**src/shared/bss_pkg.sv**
```systemverilog
// bss_pkg: constants shared by the soft-start / lock-protect motor logic.
// assumes a 100 MHz system clock; every interval counts 40 ns osc ticks.
package bss_pkg;

  // clock and internal oscillator
  localparam int CLK_NS  = 10;
  localparam int OSC_NS  = 40;
  localparam int OSC_DIV = OSC_NS / CLK_NS;

  // lock-protection intervals, as printed
  localparam int DET_SHORT_MS   = 500;
  localparam int DET_LONG_MS    = 1000;
  localparam int DET_LATCH_MS   = 2000;
  localparam int RETRY_SHORT_MS = 5000;
  localparam int RETRY_LONG_MS  = 10000;
  localparam int IMM_REL_US     = 70;
  localparam int TICKS_PER_MS   = 1000000 / OSC_NS;
  localparam int IMM_REL_TICKS  = IMM_REL_US * 1000 / OSC_NS;

  // duty scale: per mille
  localparam logic [9:0] DUTY_FULL = 10'h3e8;
  localparam logic [9:0] WIN_LAST  = 10'h3e7;

  // dc command law, millivolts in, per mille out
  localparam int DC_GAIN  = 97;
  localparam int DC_OFS   = 88000;
  localparam int DC_DIV   = 300;
  localparam logic [11:0] DC_MIN_MV = 12'h3e8;
  localparam logic [11:0] DC_MAX_MV = 12'hfa0;

  // apb register map, byte addresses
  localparam logic [7:0] REG_CTRL   = 8'h00;
  localparam logic [7:0] REG_CMD_MV = 8'h04;
  localparam logic [7:0] REG_SST    = 8'h08;
  localparam logic [7:0] REG_STATUS = 8'h0c;

  // reset values and field positions
  localparam logic        CTRL_RST     = 1'b0;
  localparam logic [11:0] CMD_MV_RST   = 12'h000;
  localparam logic [15:0] SST_RST      = 16'h0100;
  localparam int          ST_DUTY_LSB  = 10;
  localparam int          ST_RAMP_LSB  = 20;

  // sync bank bit positions
  localparam int IN_HALL  = 0;
  localparam int IN_SPD   = 1;
  localparam int IN_DIR   = 2;
  localparam int IN_REL   = 3;
  localparam int IN_SFS   = 4;
  localparam int IN_SLEEP = 5;
  localparam int IN_UV    = 6;
  localparam int IN_OV    = 7;
  localparam int IN_OC    = 8;
  localparam int IN_TSD   = 9;
  localparam int IN_SSTIE = 10;
  localparam int IN_W     = 11;

  typedef enum logic [4:0] {
    ST_SLEEP = 5'b00001,
    ST_START = 5'b00010,
    ST_RUN   = 5'b00100,
    ST_STOP  = 5'b01000,
    ST_LOCK  = 5'b10000
  } bss_state_e;

  typedef enum logic [1:0] {
    LK_AUTO  = 2'b00,
    LK_LATCH = 2'b01,
    LK_IMM   = 2'b10
  } bss_lock_e;

endpackage

```
**src/bss_motor_ctrl.sv**
```systemverilog
// bss_motor_ctrl: soft-start, direction sequencing, lock and fault logic
// of a single-hall brushless driver, with an apb register slave.
// assumes analog comparators deliver level flags on asynchronous pins.
//
// Contract
// - soft-start duty grows with elapsed time over triangle and pwm periods
// - soft-start ends once the ramp reaches the commanded duty
// - dc command duty is 97/3 times volts minus 88/3 percent, 1-4 V
// - soft-start applies every time start-up mode is entered
// - ramp timing comes from the command against the soft-start triangle
// - soft-start pin tied to regulator skips the ramp entirely
// - lock detection stays active during soft-start
// - direction change brakes to a stop before driving the new way
// - auto mode: no hall edge 0.5 s or 1.0 s brakes, lock low
// - auto mode: lock clears itself after 5 s or 10 s and retries
// - auto and immediate: hall, command, direction, uv, sleep release lock
// - latch mode: no hall edge over 2.0 s brakes and latches lock low
// - latch mode: only undervoltage or sleep clears the lock
// - immediate mode: lock after 0.5 s, cleared after 70 us
// - undervoltage flag short-brakes until it clears
// - overvoltage flag short-brakes until it clears
// - overcurrent comparator short-brakes until it clears
// - thermal flag turns all outputs off until it clears
// - no speed pulses during start-up mode
// - lock release select chooses between the lock mode families
// - sleep turns drive and regulator off; low runs normally
//
// The APB interface to the registers and the register addresses are this design's own decisions.
`timescale 1ns/1ns
module bss_motor_ctrl #(
  parameter int DET_SHORT_TICKS   = bss_pkg::DET_SHORT_MS*bss_pkg::TICKS_PER_MS,
  parameter int DET_LONG_TICKS    = bss_pkg::DET_LONG_MS*bss_pkg::TICKS_PER_MS,
  parameter int DET_LATCH_TICKS   = bss_pkg::DET_LATCH_MS*bss_pkg::TICKS_PER_MS,
  parameter int RETRY_SHORT_TICKS = bss_pkg::RETRY_SHORT_MS*bss_pkg::TICKS_PER_MS,
  parameter int RETRY_LONG_TICKS  = bss_pkg::RETRY_LONG_MS*bss_pkg::TICKS_PER_MS
) (
  // clock and reset
  input  wire logic        CLK_IN,
  input  wire logic        RESET_N_IN,
  // apb slave
  input  wire logic        PSEL_IN,
  input  wire logic        PENABLE_IN,
  input  wire logic        PWRITE_IN,
  input  wire logic [7:0]  PADDR_IN,
  input  wire logic [31:0] PWDATA_IN,
  output logic             PREADY_OUT,
  output logic [31:0]      PRDATA_OUT,
  output logic             PSLVERR_OUT,
  // asynchronous pins and flags
  input  wire logic        HALL_IN,
  input  wire logic        SPEED_COMMAND_IN,
  input  wire logic        DIRECTION_SELECT_IN,
  input  wire logic        LOCK_RELEASE_SELECT_IN,
  input  wire logic        START_FREQ_SELECT_IN,
  input  wire logic        SLEEP_IN,
  input  wire logic        UNDERVOLT_IN,
  input  wire logic        OVERVOLT_IN,
  input  wire logic        OVERCURRENT_IN,
  input  wire logic        THERMAL_IN,
  input  wire logic        SOFTSTART_CAP_TIED_IN,
  // bridge control
  output logic             DRIVE_PWM_OUT,
  output logic             DIRECTION_OUT,
  output logic             SHORT_BRAKE_OUT,
  output logic             ALL_OFF_OUT,
  output logic             LOCK_DETECT_N_OUT,
  output logic             SPEED_PULSE_OUT,
  output logic             REGULATOR_EN_OUT
);
  import bss_pkg::*;

  function automatic logic [9:0] dc_duty(input logic [11:0] mv);
    logic [11:0] c;
    logic [31:0] p;
    c = (mv < DC_MIN_MV) ? DC_MIN_MV : (mv > DC_MAX_MV) ? DC_MAX_MV : mv;
    p = (32'(DC_GAIN) * 32'(c) - 32'(DC_OFS)) / 32'(DC_DIV);
    return p[9:0];
  endfunction

  function automatic logic [27:0] t28(input int v);
    return v[27:0];
  endfunction

  // input synchronisers; bit order follows the IN_ positions
  logic [IN_W-1:0] pins_w;
  assign pins_w = {SOFTSTART_CAP_TIED_IN, THERMAL_IN, OVERCURRENT_IN,
                   OVERVOLT_IN, UNDERVOLT_IN, SLEEP_IN,
                   START_FREQ_SELECT_IN, LOCK_RELEASE_SELECT_IN,
                   DIRECTION_SELECT_IN, SPEED_COMMAND_IN, HALL_IN};
  logic [IN_W-1:0] sync1_q;
  logic [IN_W-1:0] sync2_q;
  logic [IN_W-1:0] prev_q;

  genvar gi;
  generate
    for (gi = 0; gi < IN_W; gi++) begin : g_sync
      always_ff @(posedge CLK_IN) begin
        if (!RESET_N_IN) begin
          sync1_q[gi] <= 1'b0;
          sync2_q[gi] <= 1'b0;
          prev_q[gi]  <= 1'b0;
        end else begin
          sync1_q[gi] <= pins_w[gi];
          sync2_q[gi] <= sync1_q[gi];
          prev_q[gi]  <= sync2_q[gi];
        end
      end
    end
  endgenerate

  logic hall_edge;
  logic uv_rise;
  logic sleep_s;
  logic bypass_s;
  assign hall_edge = sync2_q[IN_HALL] ^ prev_q[IN_HALL];
  assign uv_rise   = sync2_q[IN_UV] & ~prev_q[IN_UV];
  assign sleep_s   = sync2_q[IN_SLEEP];
  assign bypass_s  = sync2_q[IN_SSTIE];

  // 40 ns oscillator tick
  logic [1:0] div_q;
  logic       tick;
  assign tick = (div_q == 2'(OSC_DIV - 1));
  always_ff @(posedge CLK_IN) begin
    if (!RESET_N_IN) div_q <= 2'h0;
    else             div_q <= tick ? 2'h0 : div_q + 2'h1;
  end

  // apb registers
  logic        dc_mode_q;
  logic [11:0] cmd_mv_q;
  logic [15:0] sst_per_q;
  logic        pready_q;
  logic [31:0] prdata_q;
  logic        pslverr_q;
  logic        acc;
  logic        mapped;
  logic [31:0] status_w;
  bss_state_e  state_q;
  bss_state_e  state_d;
  logic [9:0]  duty_eff;
  logic [9:0]  ramp_q;
  logic        lock_n_q;
  logic        brake_q;
  logic        alloff_q;
  logic        dir_q;

  assign acc    = PSEL_IN & PENABLE_IN & ~pready_q;
  assign mapped = PADDR_IN inside {REG_CTRL, REG_CMD_MV, REG_SST, REG_STATUS};
  assign status_w = {2'h0, ramp_q, duty_eff, 1'b0, dir_q, alloff_q,
                     brake_q, lock_n_q, state_q};

  always_ff @(posedge CLK_IN) begin
    if (!RESET_N_IN) begin
      dc_mode_q <= CTRL_RST;
      cmd_mv_q  <= CMD_MV_RST;
      sst_per_q <= SST_RST;
    end else if (acc && PWRITE_IN) begin
      case (PADDR_IN)
        REG_CTRL:   dc_mode_q <= PWDATA_IN[0];
        REG_CMD_MV: cmd_mv_q  <= PWDATA_IN[11:0];
        REG_SST:    sst_per_q <= PWDATA_IN[15:0];
        default:    ;
      endcase
    end
  end

  // one wait state: ready comes from a flop
  always_ff @(posedge CLK_IN) begin
    if (!RESET_N_IN) begin
      pready_q  <= 1'b0;
      prdata_q  <= 32'h0;
      pslverr_q <= 1'b0;
    end else begin
      pready_q  <= acc;
      pslverr_q <= acc & ~mapped;
      prdata_q  <= 32'h0;
      if (acc && !PWRITE_IN) begin
        case (PADDR_IN)
          REG_CTRL:   prdata_q <= {31'h0, dc_mode_q};
          REG_CMD_MV: prdata_q <= {20'h0, cmd_mv_q};
          REG_SST:    prdata_q <= {16'h0, sst_per_q};
          REG_STATUS: prdata_q <= status_w;
          default:    prdata_q <= 32'h0;
        endcase
      end
    end
  end

  // speed command: dc law or measured pwm duty over a 1000-tick window
  logic [9:0] win_q;
  logic [9:0] hi_q;
  logic [9:0] pwm_duty_q;
  logic [9:0] cmd_duty;
  logic       cmd_on_q;
  logic       cmd_event;
  assign cmd_duty  = dc_mode_q ? dc_duty(cmd_mv_q) : pwm_duty_q;
  assign cmd_event = (cmd_duty != 10'h0) & ~cmd_on_q;

  always_ff @(posedge CLK_IN) begin
    if (!RESET_N_IN) begin
      win_q      <= 10'h0;
      hi_q       <= 10'h0;
      pwm_duty_q <= 10'h0;
      cmd_on_q   <= 1'b0;
    end else begin
      cmd_on_q <= (cmd_duty != 10'h0);
      if (tick) begin
        win_q <= (win_q == WIN_LAST) ? 10'h0 : win_q + 10'h1;
        if (win_q == WIN_LAST) begin
          pwm_duty_q <= hi_q + {9'h0, sync2_q[IN_SPD]};
          hi_q       <= 10'h0;
        end else begin
          hi_q <= hi_q + {9'h0, sync2_q[IN_SPD]};
        end
      end
    end
  end

  // soft-start ramp: one per mille per triangle cycle
  // the triangle period is software-set since the cap is off chip
  logic [15:0] sst_cnt_q;
  logic        ramp_done;
  assign ramp_done = bypass_s | (ramp_q >= cmd_duty);

  always_ff @(posedge CLK_IN) begin
    if (!RESET_N_IN) begin
      sst_cnt_q <= 16'h0;
      ramp_q    <= 10'h0;
    end else if (state_q != ST_START) begin
      sst_cnt_q <= 16'h0;
      ramp_q    <= 10'h0;
    end else if (tick) begin
      if (sst_cnt_q + 16'h1 >= sst_per_q) begin
        sst_cnt_q <= 16'h0;
        if (ramp_q != DUTY_FULL) ramp_q <= ramp_q + 10'h1;
      end else begin
        sst_cnt_q <= sst_cnt_q + 16'h1;
      end
    end
  end

  always_comb begin
    duty_eff = cmd_duty;
    if (state_q == ST_START && !bypass_s && ramp_q < cmd_duty) begin
      duty_eff = ramp_q;
    end
  end

  // no-edge counter and lock timer, in oscillator ticks
  logic [27:0] nedge_q;
  logic [27:0] lock_cnt_q;
  bss_lock_e   lk_mode;
  logic [27:0] det_lim;
  logic [27:0] rel_lim;
  logic        dir_change;
  assign dir_change = sync2_q[IN_DIR] ^ dir_q;

  always_comb begin
    if (!sync2_q[IN_REL]) lk_mode = LK_AUTO;
    else if (!sync2_q[IN_SFS]) lk_mode = LK_LATCH;
    else lk_mode = LK_IMM;
    unique case (lk_mode)
      LK_AUTO: begin
        det_lim = sync2_q[IN_SFS] ? t28(DET_LONG_TICKS) : t28(DET_SHORT_TICKS);
        rel_lim = sync2_q[IN_SFS] ? t28(RETRY_LONG_TICKS)
                                  : t28(RETRY_SHORT_TICKS);
      end
      LK_LATCH: begin
        det_lim = t28(DET_LATCH_TICKS);
        rel_lim = 28'h0;
      end
      default: begin
        det_lim = t28(DET_SHORT_TICKS);
        rel_lim = t28(IMM_REL_TICKS);
      end
    endcase
  end

  always_ff @(posedge CLK_IN) begin
    if (!RESET_N_IN) begin
      nedge_q <= 28'h0;
    end else if (hall_edge || state_q != state_d) begin
      nedge_q <= 28'h0;
    end else if (tick && nedge_q != 28'hfffffff) begin
      nedge_q <= nedge_q + 28'h1;
    end
  end

  always_ff @(posedge CLK_IN) begin
    if (!RESET_N_IN)           lock_cnt_q <= 28'h0;
    else if (state_q != ST_LOCK) lock_cnt_q <= 28'h0;
    else if (tick)             lock_cnt_q <= lock_cnt_q + 28'h1;
  end

  // main sequence
  logic lock_hit;
  logic ev_release;
  assign lock_hit   = tick && (nedge_q + 28'h1 >= det_lim);
  assign ev_release = hall_edge | cmd_event | dir_change | uv_rise;

  always_comb begin
    state_d = state_q;
    unique case (state_q)
      ST_SLEEP: if (!sleep_s) state_d = ST_START;
      ST_START: begin
        if (lock_hit) state_d = ST_LOCK;
        else if (dir_change) state_d = ST_STOP;
        else if (ramp_done) state_d = ST_RUN;
      end
      ST_RUN: begin
        if (dir_change) state_d = ST_STOP;
        else if (lock_hit) state_d = ST_LOCK;
      end
      ST_STOP: if (lock_hit) state_d = ST_START;
      ST_LOCK: begin
        if (lk_mode == LK_LATCH) begin
          if (uv_rise) state_d = ST_START;
        end else if (ev_release) begin
          state_d = ST_START;
        end else if (tick && lock_cnt_q + 28'h1 >= rel_lim) begin
          state_d = ST_START;
        end
      end
      default: state_d = ST_SLEEP;
    endcase
    if (sleep_s) state_d = ST_SLEEP;
  end

  always_ff @(posedge CLK_IN) begin
    if (!RESET_N_IN) state_q <= ST_SLEEP;
    else             state_q <= state_d;
  end

  // direction taken once the motor is at rest, or directly while in sleep
  always_ff @(posedge CLK_IN) begin
    if (!RESET_N_IN) dir_q <= 1'b0;
    else if (state_q == ST_STOP && state_d == ST_START)
      dir_q <= sync2_q[IN_DIR];
    else if (state_q == ST_SLEEP) dir_q <= sync2_q[IN_DIR];
  end

  // output pwm carrier on the oscillator tick
  logic [9:0] pwm_cnt_q;
  always_ff @(posedge CLK_IN) begin
    if (!RESET_N_IN) pwm_cnt_q <= 10'h0;
    else if (tick)   pwm_cnt_q <= (pwm_cnt_q == WIN_LAST) ? 10'h0
                                  : pwm_cnt_q + 10'h1;
  end

  // faults and bridge outputs
  logic brake_d;
  logic alloff_d;
  logic spd_q;
  logic reg_en_q;
  logic drive_q;
  assign alloff_d = sync2_q[IN_TSD] | sleep_s;
  assign brake_d  = ~alloff_d & (sync2_q[IN_UV] | sync2_q[IN_OV]
                    | sync2_q[IN_OC] | state_d == ST_LOCK
                    | state_d == ST_STOP);

  always_ff @(posedge CLK_IN) begin
    if (!RESET_N_IN) begin
      brake_q  <= 1'b0;
      alloff_q <= 1'b1;
      lock_n_q <= 1'b1;
      drive_q  <= 1'b0;
      reg_en_q <= 1'b0;
    end else begin
      brake_q  <= brake_d;
      alloff_q <= alloff_d;
      lock_n_q <= (state_d != ST_LOCK);
      reg_en_q <= ~sleep_s;
      drive_q  <= ~brake_d & ~alloff_d & (pwm_cnt_q < duty_eff)
                  & (state_d == ST_START || state_d == ST_RUN);
    end
  end

  // speed pulse follows hall edges, silent in start-up
  always_ff @(posedge CLK_IN) begin
    if (!RESET_N_IN) spd_q <= 1'b0;
    else if (hall_edge && state_q != ST_START) spd_q <= ~spd_q;
  end

  assign PREADY_OUT        = pready_q;
  assign PRDATA_OUT        = prdata_q;
  assign PSLVERR_OUT       = pslverr_q;
  assign DRIVE_PWM_OUT     = drive_q;
  assign DIRECTION_OUT     = dir_q;
  assign SHORT_BRAKE_OUT   = brake_q;
  assign ALL_OFF_OUT       = alloff_q;
  assign LOCK_DETECT_N_OUT = lock_n_q;
  assign SPEED_PULSE_OUT   = spd_q;
  assign REGULATOR_EN_OUT  = reg_en_q;
endmodule

```
**config.mk**
```make
export PLATFORM = sky130hd
export DESIGN_NAME = bss_motor_ctrl
export DESIGN_NICKNAME = d
export VERILOG_FILES = /design/src/shared/bss_pkg.sv /design/src/bss_motor_ctrl.sv
export SDC_FILE = /design/constraint.sdc
export NUM_CORES = 1
export LEC_CHECK = 0
export BUFFER_PORTS_ARGS = -buffer_cell sky130_fd_sc_hd__clkbuf_2
export CORE_UTILIZATION = 55
export CTS_BUF_LIST = sky130_fd_sc_hd__clkbuf_8 sky130_fd_sc_hd__clkbuf_16
export CTS_CLUSTER_SIZE = 40
export DETAILED_ROUTE_END_ITERATION = 6
export MAX_ROUTING_LAYER = met4
export PLACE_DENSITY = 0.83
export SLEW_MARGIN = 20
export SYNTH_ARGS = -nofsm -noshare
export SYNTH_HDL_FRONTEND = slang
export SYNTH_SLANG_ARGS = --single-unit
```
**constraint.sdc**
```tcl
create_clock -name CLK_IN -period 49 [get_ports CLK_IN]
set_clock_uncertainty 0.15 [all_clocks]
set_input_delay 14.7 -clock CLK_IN [delete_from_list [all_inputs] [get_ports CLK_IN]]
set_output_delay 14.7 -clock CLK_IN [all_outputs]
set_load 0.02 [all_outputs]
```
* After elaboration in Yosys (flattened, before gate mapping)
Index checks and enable logic that the tools add are counted.
** Storage, ports and cells
- Bits in registers :: 224
- Bits of input ports :: 56
- Output and inout port bits :: 41
- Logic and storage cells :: 175
** Cells by class
- $add $sub $neg :: 9
- Multipliers :: 1
- Div/mod/pow operators :: 1
- Order comparisons :: 8
- Eq/ne operators :: 22
- Multiplexer cells :: 29
- Bitwise operators :: 29
- Reductions and logical operators :: 28
** Operators by type and width (number)
- case mux 30 bit (4 select lines) :: 1
- adder 28 x 1 -> 28 bit, second input constant :: 2
- >= comparator 28 bit :: 2
- case mux 28 bit (2 select lines) :: 1
- 2-to-1 mux 5 bit :: 11
- case mux 26 bit (2 select lines) :: 1
- 2-to-1 mux 10 bit :: 5
- divider 32 x 9 -> 32 bit, second input constant :: 1
- adder 10 x 1 -> 10 bit, second input constant :: 3
- 2-to-1 mux 28 bit :: 1
- inequality test 28 bit, second input constant :: 1
- 2-to-1 mux 25 bit :: 1
- case mux 5 bit (5 select lines) :: 1
- 2-to-1 mux 12 bit :: 2
- == test 10 bit, second input constant :: 2
- less-than comparator 10 bit :: 2
- subtractor 19 x 17 -> 20 bit, second input constant :: 1
- multiplier 7 x 12 -> 19 bit, first input constant :: 1
- adder 16 x 1 -> 16 bit, second input constant :: 1
- == test 8 x 4 -> 1 bit, second input constant :: 2
- >= comparator 16 bit :: 1
- 2-to-1 mux 16 bit :: 1
- greater-than comparator 12 bit, second input constant :: 1
- less-than comparator 12 x 10 -> 1 bit, second input constant :: 1
- other kinds (32) :: 81

* Logic depth before layout (Yosys ltp)
Gate-level depths: netlist (run 1).
- Word-level depth :: 24
- Gate-level depth with buffers :: 96
- Depth with buffers taken out :: 79

* Worst setup path after synthesis (run 1)
OpenSTA, ideal clock, no wires.
- Path kind :: reg-to-reg
- From :: register cmd_mv_q[3]
- To :: register drive_q, in the netlist DRIVE_PWM_OUT
- Setup time :: 0.115 ns
- Data arrival time :: 20.590 ns
- Required time :: 48.735 ns
- Path slack :: 28.146 ns
- Stages on the path, launching flop included :: 90
- Path buffers :: 10
- Period minus slack after synthesis :: 20.854 ns
- Cells stage by stage :: dfxtp_1 buf_4 o211ai_2 o21a_2 buf_4 nor2_1 nand2_1 ha_1 ha_1 inv_1 fa_1 inv_1 ha_1 inv_1 fa_1 nor2b_1 o2111ai_2 a211oi_2 [... 54 more ...] or4b_1 a2111oi_2 o41ai_2 a31oi_2 ha_1 nor2b_1 o21ai_0 o2111ai_1 nor2_1 clkbuf_1 nor2_1 a21oi_1 ha_1 nand4_1 nor2_1 a211oi_1 o2111ai_1 a2111oi_0
** Between the ends
- Word-level cells in the longest chain between the ends :: 24
- Elaborated cells between the ends (all ways) :: 38
** RTL lines
- start: declaration :: RTL line bss_motor_ctrl.sv:131 : logic [11:0] cmd_mv_q;
- start signal: assignment :: RTL line bss_motor_ctrl.sv:161 : REG_CMD_MV: cmd_mv_q <= PWDATA_IN[11:0];
- greater-than comparator 12 bit :: RTL line bss_motor_ctrl.sv:75 : c = (mv < DC_MIN_MV) ? DC_MIN_MV : (mv > DC_MAX_MV) ? DC_MAX_MV : mv;
- 2-to-1 mux 12 bit :: RTL line bss_motor_ctrl.sv:75
- 2-to-1 mux 12 bit (*) :: RTL line bss_motor_ctrl.sv:75
- multiplier 7 x 12 -> 19 bit (*) :: RTL line bss_motor_ctrl.sv:76 : p = (32'(DC_GAIN) * 32'(c) - 32'(DC_OFS)) / 32'(DC_DIV);
- subtractor 19 x 17 -> 20 bit (*) :: RTL line bss_motor_ctrl.sv:76
- divider 32 x 9 -> 32 bit (*) :: RTL line bss_motor_ctrl.sv:76
- 2-to-1 mux 10 bit (*) :: RTL line bss_motor_ctrl.sv:197 : assign cmd_duty = dc_mode_q ? dc_duty(cmd_mv_q) : pwm_duty_q;
- parallel branches: the longest is 16 deep, another holds >= comparator 10 bit
- bitwise AND 1 bit (*) :: RTL line bss_motor_ctrl.sv:375 : & (state_d == ST_START || state_d == ST_RUN);
- end signal: assignment :: RTL line bss_motor_ctrl.sv:374 : drive_q <= ~brake_d & ~alloff_d & (pwm_cnt_q < duty_eff)
- end: declaration :: RTL line bss_motor_ctrl.sv:356 : logic drive_q;
Every way passes the cells marked *.
A chain may end at the register's enable or synchronous reset.

* Worst setup path after layout (run 1)
- From :: register cmd_mv_q[10]
- To :: register drive_q, in the netlist DRIVE_PWM_OUT
The elaborated chain is that of the path after synthesis.

==> results.md, run 1 <==
* Status: completed
* Instance count of the mapped netlist at 2904
* Data arrival time of the critical path at 28.71 ns
* First-iteration detailed-routing DRC count at 2019
* Cell area after synthesis at 22500 um2
* Detailed-route DRC error count at 0
* Slack of the worst reg-to-reg path at 20.50 ns
* Vias in the first global route at 20900
* Fraction of synthesis flops using an asynchronous set or reset pin at 0%
* Number of placement rows at 73
* Filler cell count at 3560
* Utilization of the core after routing at 59.3%
* Number of storage elements in the synthesis netlist at 222
* Antenna violations before repair at 0
* Final setup violating endpoints at 0
* Total routed wirelength at 63300 um
* WS Path Type: reg2reg
* Headroom to the max-slew limit at 25.7%
* Length in cells of the worst reg-to-reg path at 76
* Wire length per cell at 18.4 um
* Transition time at the pin with the least slew margin at 1.11 ns
* Clock root buffer master: sky130_fd_sc_hd__clkbuf_16
* Max_cap viols at 0
* DPL Wire Length at 48200 um
* Unrepaired setup endpoints after global routing: false
* Die area at 41700 um2
* Total gr overflow at 0
* Critical path startpoint category: flip-flop
* Kind of capture point of the worst setup path: flip-flop
* Average instance area after synthesis at 7.75 um2
* Routed via count divided by cell count at 6.39
* M3 GR Usage at 2.22%
* Port buffer count at 78
* Maximum clock frequency at 35.1 MHz
* Fraction of layout cells with a size suffix above 1 at 10.7%
* Hold path cells at 1
* Number of nets with antenna violations after routing at 0
* Largest fanout on the critical path at 24
* CTS resizes at 0
* Worst Path Required at 49.21 ns
* GR met1 Demand/Resource at 37.8%
* Number of distinct standard cells referenced by the synthesized netlist at 153
* Maximum level of the CTS H-tree at 1
* Main flop type after synthesis: sky130_fd_sc_hd__dfxtp_1
* Total inserted antenna cells at 0
* Crit-path most repeated cell: sky130_fd_sc_hd__ha_1
* Endpoints failing hold at 0
* Post-CTS setup-driven buffer insertion count at 0
* Worst hold slack at 0.279 ns
* Busiest grt layer: met2
* Layout area overhead at 5.43%
* Number of enable-type register cells in the synthesized netlist at 0
* Initial Utilization at 56.2%
* Sequential fraction of the synthesis area at 19.8%
* Placer Congestion at 0.967
* Io pins at 97
* Crit path largest cell delay at 0.82 ns
* Endpoint of the worst register-to-register path: DRIVE_PWM_OUT
* Total Neg Setup Slack at 0 ns
* Total routing usage reported by global routing at 30.3%
* Wire length of the first global-routing pass at 103000 um
* Synth warnings at 0
* Clock-pin slew of the registers on the worst-case setup and hold paths at 0.07 ns
* RR Startpoint: cmd_mv_q[10]
* Worst-path cell with the longest stage delay: sky130_fd_sc_hd__o22ai_1
* GR Util met2 at 50.9%
* Maximum number of pins on one net before global-route repair at 67
* Initial DRT Pass Iterations at 6
* Hold Crit Class: reg2reg
* Number of sinks handled by clock tree synthesis at 222
* Hold-fix buffers, CTS at 0
* CTS Buf Count at 22
* Origin of the worst setup path: cmd_mv_q[10]
* Post-layout net count at 3107
* Core region area at 40000 um2
* Post-route fraction of the period consumed by the critical path at 58.2%
* Final critical-path required period at 28.50 ns
* CTS tree: built
* Number of buffers on the longest clock path at 3
* Total via count in the routed design at 22000
* Critical path capture point: DRIVE_PWM_OUT
* Die Wd at 204 um
* Final count of pins violating max slew at 0
* Height of the chip at 204 um
* Source-to-sink clock delay at the later pin of the worst-skew pair at 0.52 ns
[worst max-delay path, delay by kind of cell (launching register included)]
| kind | cells | cell delay, ns |
|---|---|---|
| adders and majority gates | 8 | 2.88 |
| buffers and inverters | 2 | 0.48 |
| AOI/OAI and AO/OA | 34 | 13.11 |
| DFF | 1 | 0.51 |
| and+or+nand+nor | 24 | 8.19 |
| xor gates and xnor gates | 4 | 1.62 |
| muxes | 4 | 1.35 |
[layout make-up]
class | instances | area [um2] | area share [%]
Inverter | 94 | 353 | 1.49
Clock buffer | 29 | 658 | 2.77
Clock inverter | 11 | 97.6 | 0.411
Tap cell | 525 | 657 | 2.77
Multi-Input combinational cell | 2464 | 17000 | 71.6
Sequential cell | 222 | 4440 | 18.7
Timing Repair Buffer | 95 | 518 | 2.18
[cells by family (layout without fill, tap and decap cells)]
group                    count (synthesis)  after routing  synth area share (%)
AND/OR/NAND/NOR                       1241           1241                  28.3
AO/OA/AOI/OAI                          685            685                  22.1
buffers and inverters                  219            229                  4.75
flip-flops                             222            222                  19.8
XOR/XNOR                               295            295                  12.3
other                                    1              2                0.0167
multiplexers                            87             87                  4.07
adder cells (fa/ha/maj)                154            154                  8.71
[layer usage]
layer | wire length, um | vias up
met1 | 27200 | 10400
met2 | 30100 | 850
li1 | - | 10500
met5 | 0 | -
met3 | 3840 | 162
met4 | 2280 | 0
[metrics by stage]
step | cells | instance area, um2 | setup slack, ns
finish | 3440 | 23700 | 20.50
global route | 3440 | 23700 | 18.84
CTS | 3440 | 23700 | 21.34
detailed placement | 3400 | 23000 | 21.43
global placement | 3400 | 23000 | 22.07
floorplan | 2905 | 22500 | 28.15
[worst min-delay path by stage]
stage | end | slack [ns] | startpoint
floorplan | div_q[0] | 0.25 | div_q[0]
global placement | sync2_q[9] | 0.27 | sync1_q[9]
detailed placement | sync2_q[7] | 0.27 | sync1_q[7]
CTS | div_q[0] | 0.28 | div_q[0]
global route | sync2_q[9] | 0.29 | sync1_q[9]
finish | div_q[0] | 0.28 | div_q[0]
[sequential cells by signal, summed over array words and instances (netlist names), 2 cells and up]
name and cells:
pwm_cnt_q 10, nedge_q 28, sync1_q 11, prev_q 2
PRDATA_OUT 30, sst_per_q 16, lock_cnt_q 28, sync2_q 9
sst_cnt_q 16, cmd_mv_q 12, div_q 2, state_q 5
hi_q 10, pwm_duty_q 10, ramp_q 10, win_q 10
[layout by cell type (no fill, tap or decap), types with 11 or more instances in the layout]
cell type / count
sky130_fd_sc_hd__o31ai_1: 20
sky130_fd_sc_hd__and3_1: 76
sky130_fd_sc_hd__nor3_1: 94
sky130_fd_sc_hd__nor2b_1: 23
sky130_fd_sc_hd__clkbuf_2: 78
sky130_fd_sc_hd__a22oi_1: 21
sky130_fd_sc_hd__inv_1: 95
sky130_fd_sc_hd__o21ai_0: 129
sky130_fd_sc_hd__or2_2: 23
sky130_fd_sc_hd__nand3_1: 104
sky130_fd_sc_hd__a211oi_1: 31
sky130_fd_sc_hd__a21o_1: 35
sky130_fd_sc_hd__nor3_2: 24
sky130_fd_sc_hd__dfxtp_1: 222
sky130_fd_sc_hd__nor2_1: 348
sky130_fd_sc_hd__o21ai_1: 22
sky130_fd_sc_hd__or3_1: 29
sky130_fd_sc_hd__nor4_1: 27
sky130_fd_sc_hd__a21oi_1: 140
sky130_fd_sc_hd__nand4_1: 57
sky130_fd_sc_hd__mux2i_1: 69
sky130_fd_sc_hd__buf_4: 17
sky130_fd_sc_hd__a31oi_1: 28
sky130_fd_sc_hd__xor2_1: 147
sky130_fd_sc_hd__and2_1: 62
sky130_fd_sc_hd__o21a_1: 19
sky130_fd_sc_hd__o211ai_1: 27
sky130_fd_sc_hd__nand2_1: 247
sky130_fd_sc_hd__nand2b_1: 27
sky130_fd_sc_hd__ha_1: 146
sky130_fd_sc_hd__or2_1: 11
sky130_fd_sc_hd__nor3b_1: 12
sky130_fd_sc_hd__clkbuf_16: 23
sky130_fd_sc_hd__mux2_2: 14
sky130_fd_sc_hd__o2111ai_1: 16
sky130_fd_sc_hd__xnor2_1: 132
[synthesized netlist by cell type, drive strengths merged (32+ instances only)]
cell      n  area, um2
xnor2   141       1310
clkbuf   56        228
nand2   249        940
nor3    119        727
ha      147       1840
o211ai   32        274
o21ai   157        816
a21o     36        272
buf      68        479
nor2    357       1380
and3     77        487
nand3   104        521
or2      36        225
nand4    57        357
xor2    153       1430
inv      94        353
dfxtp   222       4440
and2     63        394
a211oi   38        335
mux2i    69        691
a21oi   147        777
Power of run 1 is left out: the tool's default activity adds up to more than one toggle a clock period on the data nets, which glitch-free logic cannot reach.
==> run 2, diff against run 1 <==
--- a/config.mk
+++ b/config.mk
@@ -11,7 +11,7 @@
 export CTS_CLUSTER_SIZE = 40
 export DETAILED_ROUTE_END_ITERATION = 6
 export MAX_ROUTING_LAYER = met4
-export PLACE_DENSITY = 0.83
+export PLACE_DENSITY = 0.86
 export SLEW_MARGIN = 20
 export SYNTH_ARGS = -nofsm -noshare
 export SYNTH_HDL_FRONTEND = slang
==> constraint.sdc (replaced) <==
create_clock -name CLK_IN -period 25.3 [get_ports CLK_IN]
set_clock_uncertainty 0.15 [all_clocks]
set_input_delay 7.59 -clock CLK_IN [delete_from_list [all_inputs] [get_ports CLK_IN]]
set_output_delay 7.59 -clock CLK_IN [all_outputs]
set_load 0.02 [all_outputs]
==> results.md, run 2 (synthesized netlist as in run 1, its figures left out) <==
* Kind of capture point of the worst setup path: flip-flop
* Filler cell count at 3432 (-3.6%)
* Fraction of layout cells with a size suffix above 1 at 13.4% (+2.7 points)
* Crit path depth at 83 (+9.2%)
* Clock-pin slew of the registers on the worst-case setup and hold paths at 0.07 ns (about the same)
* Total Neg Setup Slack at 0 ns (unchanged)
* DPL Wire Length at 49300 um (+2.4%)
* RR Startpoint: cmd_mv_q[3]
* Die Wd at 204 um (unchanged)
* Post-route fraction of the period consumed by the critical path at 95.4% (+37 points)
* Hold Crit Class: reg2reg
* Transition time at the pin with the least slew margin at 1.06 ns (-0.0459 ns)
* Final critical-path required period at 24.13 ns (-4.37 ns)
* Max_cap viols at 0 (unchanged)
* Slack of the worst reg-to-reg path at 1.17 ns (-19.33 ns)
* Wire length of the first global-routing pass at 105000 um (+1.8%)
* Maximum clock frequency at 41.4 MHz (+18%)
* Number of placement rows at 73 (unchanged)
* Total gr overflow at 0 (unchanged)
* Total routing usage reported by global routing at 30.9% (+0.61 points)
* CTS tree: built
* CTS Buf Count at 21 (-4.5%)
* Number of nets with antenna violations after routing at 0 (unchanged)
* Final count of pins violating max slew at 0 (unchanged)
* Max FFs per register at 30 (unchanged)
* Critical path startpoint category: flip-flop
* Placer Congestion at 0.951 (-1.7%)
* Total inserted antenna cells at 0 (unchanged)
* Data arrival time of the critical path at 24.45 ns (-4.26 ns)
* Hold-fix buffers, CTS at 0 (unchanged)
* Maximum level of the CTS H-tree at 1 (unchanged)
* Endpoints failing hold at 0 (unchanged)
* Headroom to the max-slew limit at 29.1% (+3.4 points)
* Worst path top cell family by delay: compound AO/OA/AOI/OAI gates
* Core region area at 40000 um2 (unchanged)
* Initial DRT Pass Iterations at 6 (unchanged)
* Critical path capture point: DRIVE_PWM_OUT
* Crit path largest cell delay at 0.56 ns (-0.26 ns)
* WS Path Type: reg2reg
* Crit-path most repeated cell: sky130_fd_sc_hd__buf_4
* Routed via count divided by cell count at 6.38 (about the same)
* Top library cells by usage in the layout, fill and taps aside: sky130_fd_sc_hd__nor2_1, sky130_fd_sc_hd__nand2_1, sky130_fd_sc_hd__dfxtp_1, sky130_fd_sc_hd__xor2_1, sky130_fd_sc_hd__ha_1
* Worst-path cell with the longest stage delay: sky130_fd_sc_hd__dfxtp_1
* Final setup violating endpoints at 0 (unchanged)
* Worst Path Required at 25.61 ns (-23.60 ns)
* Vias in the first global route at 21600 (+3.1%)
* Status: completed
* Initial Utilization at 56.2% (unchanged)
* Sequential cell area at 4450 um2 (about the same)
* Endpoint of the worst register-to-register path: DRIVE_PWM_OUT
* Largest fanout on the critical path at 17 (-29%)
* Length in cells of the worst reg-to-reg path at 83 (+9.2%)
* Post-layout net count at 3175 (+2.2%)
* Buffer and inverter count on the worst path at 9 (+7)
* Detailed-route DRC error count at 0 (unchanged)
* Source-to-sink clock delay at the later pin of the worst-skew pair at 0.52 ns (about the same)
* Total via count in the routed design at 22400 (+1.9%)
* Height of the chip at 204 um (unchanged)
* Total routed wirelength at 64900 um (+2.5%)
* Maximum number of pins on one net before global-route repair at 67 (unchanged)
* First-iteration detailed-routing DRC count at 1962 (-2.8%)
* Area of placed instances at 23500 um2 (+2.2%)
* Most common cell after layout, fill and taps aside: sky130_fd_sc_hd__nor2_1
* Wire length per cell at 18.5 um (+0.56%)
* Antenna violations before repair at 0 (unchanged)
* Number of sinks handled by clock tree synthesis at 222 (unchanged)
* Port buffer count at 78 (unchanged)
* Summed area of non-filler cells in the final layout at 24300 um2 (+2.4%)
* Number of buffers on the longest clock path at 3 (unchanged)
* Io pins at 97 (unchanged)
* Layout area overhead at 7.99%
* Clock root buffer master: sky130_fd_sc_hd__clkbuf_16
* Die area at 41700 um2 (unchanged)
* Area of the multi-input gates at 17100 um2 (+0.66%)
* Origin of the worst setup path: cmd_mv_q[3]
[run 2: stage by stage]
stage | util (%) | setup slack (ns) | hold slack, ns | cells
CTS | 60.4 | 0.549 | 0.287 | 3501
global route | 60.7 | -0.0362 | 0.294 | 3506
finish | 60.7 | 1.17 | 0.286 | 3506
global placement | 58.7 | 1.19 | 0.267 | 3464
floorplan | - | 4.45 | 0.254 | 2905
detailed placement | 58.7 | 0.649 | 0.268 | 3464
[run 2: cell type report]
cell class              count  share of cell area (%)
well taps                 525                    2.70
repair buffers            164                    4.37
clock inverters            10                   0.268
multi-input cells        2464                    70.4
clock buffers              27                    2.50
flip-flops and latches    222                    18.3
inverters                  94                    1.45
[run 2: worst min path at each step]
| stage | endpoint | cells past startpoint | slack, ns | startpoint |
|---|---|---|---|---|
| finish | sync2_q[4] | 1 | 0.29 | sync1_q[4] |
| global route | sync2_q[4] | 1 | 0.29 | sync1_q[4] |
| CTS | sync2_q[4] | 1 | 0.29 | sync1_q[4] |
| detailed placement | sync2_q[4] | 1 | 0.27 | sync1_q[4] |
| global placement | div_q[0] | 1 | 0.27 | div_q[0] |
| floorplan | div_q[0] | 1 | 0.25 | div_q[0] |
[run 2: metal layers]
layer | part of all wire, % | GRT usage, % | vias to the layer above
li1 | - | - | 10700
met1 | 42 | 37.1 | 10600
met2 | 49 | 53.4 | 886
met3 | 5.6 | 1.91 | 197
met4 | 3.8 | 13.2 | 0
met5 | 0 | - | -
[run 2: timing repair]
item / in CTS / in global routing
setup buffers: 0 / 5
gates resized for setup: 0 / 25
endpoints found under the hold margin: 0 / 0
setup endpoints to repair: 0 / 43
[run 2: worst register-to-register path, delay by kind of cell, from the launching register on]
| family | cells | cell delay [ns] |
|---|---|---|
| compound gates | 36 | 9.84 |
| simple gates | 25 | 7.00 |
| fa+ha+maj | 7 | 2.42 |
| buf+inv | 9 | 2.17 |
| mux | 3 | 1.05 |
| xor+xnor | 3 | 0.94 |
| flops | 1 | 0.56 |
Power of run 2 is left out for the same reason.
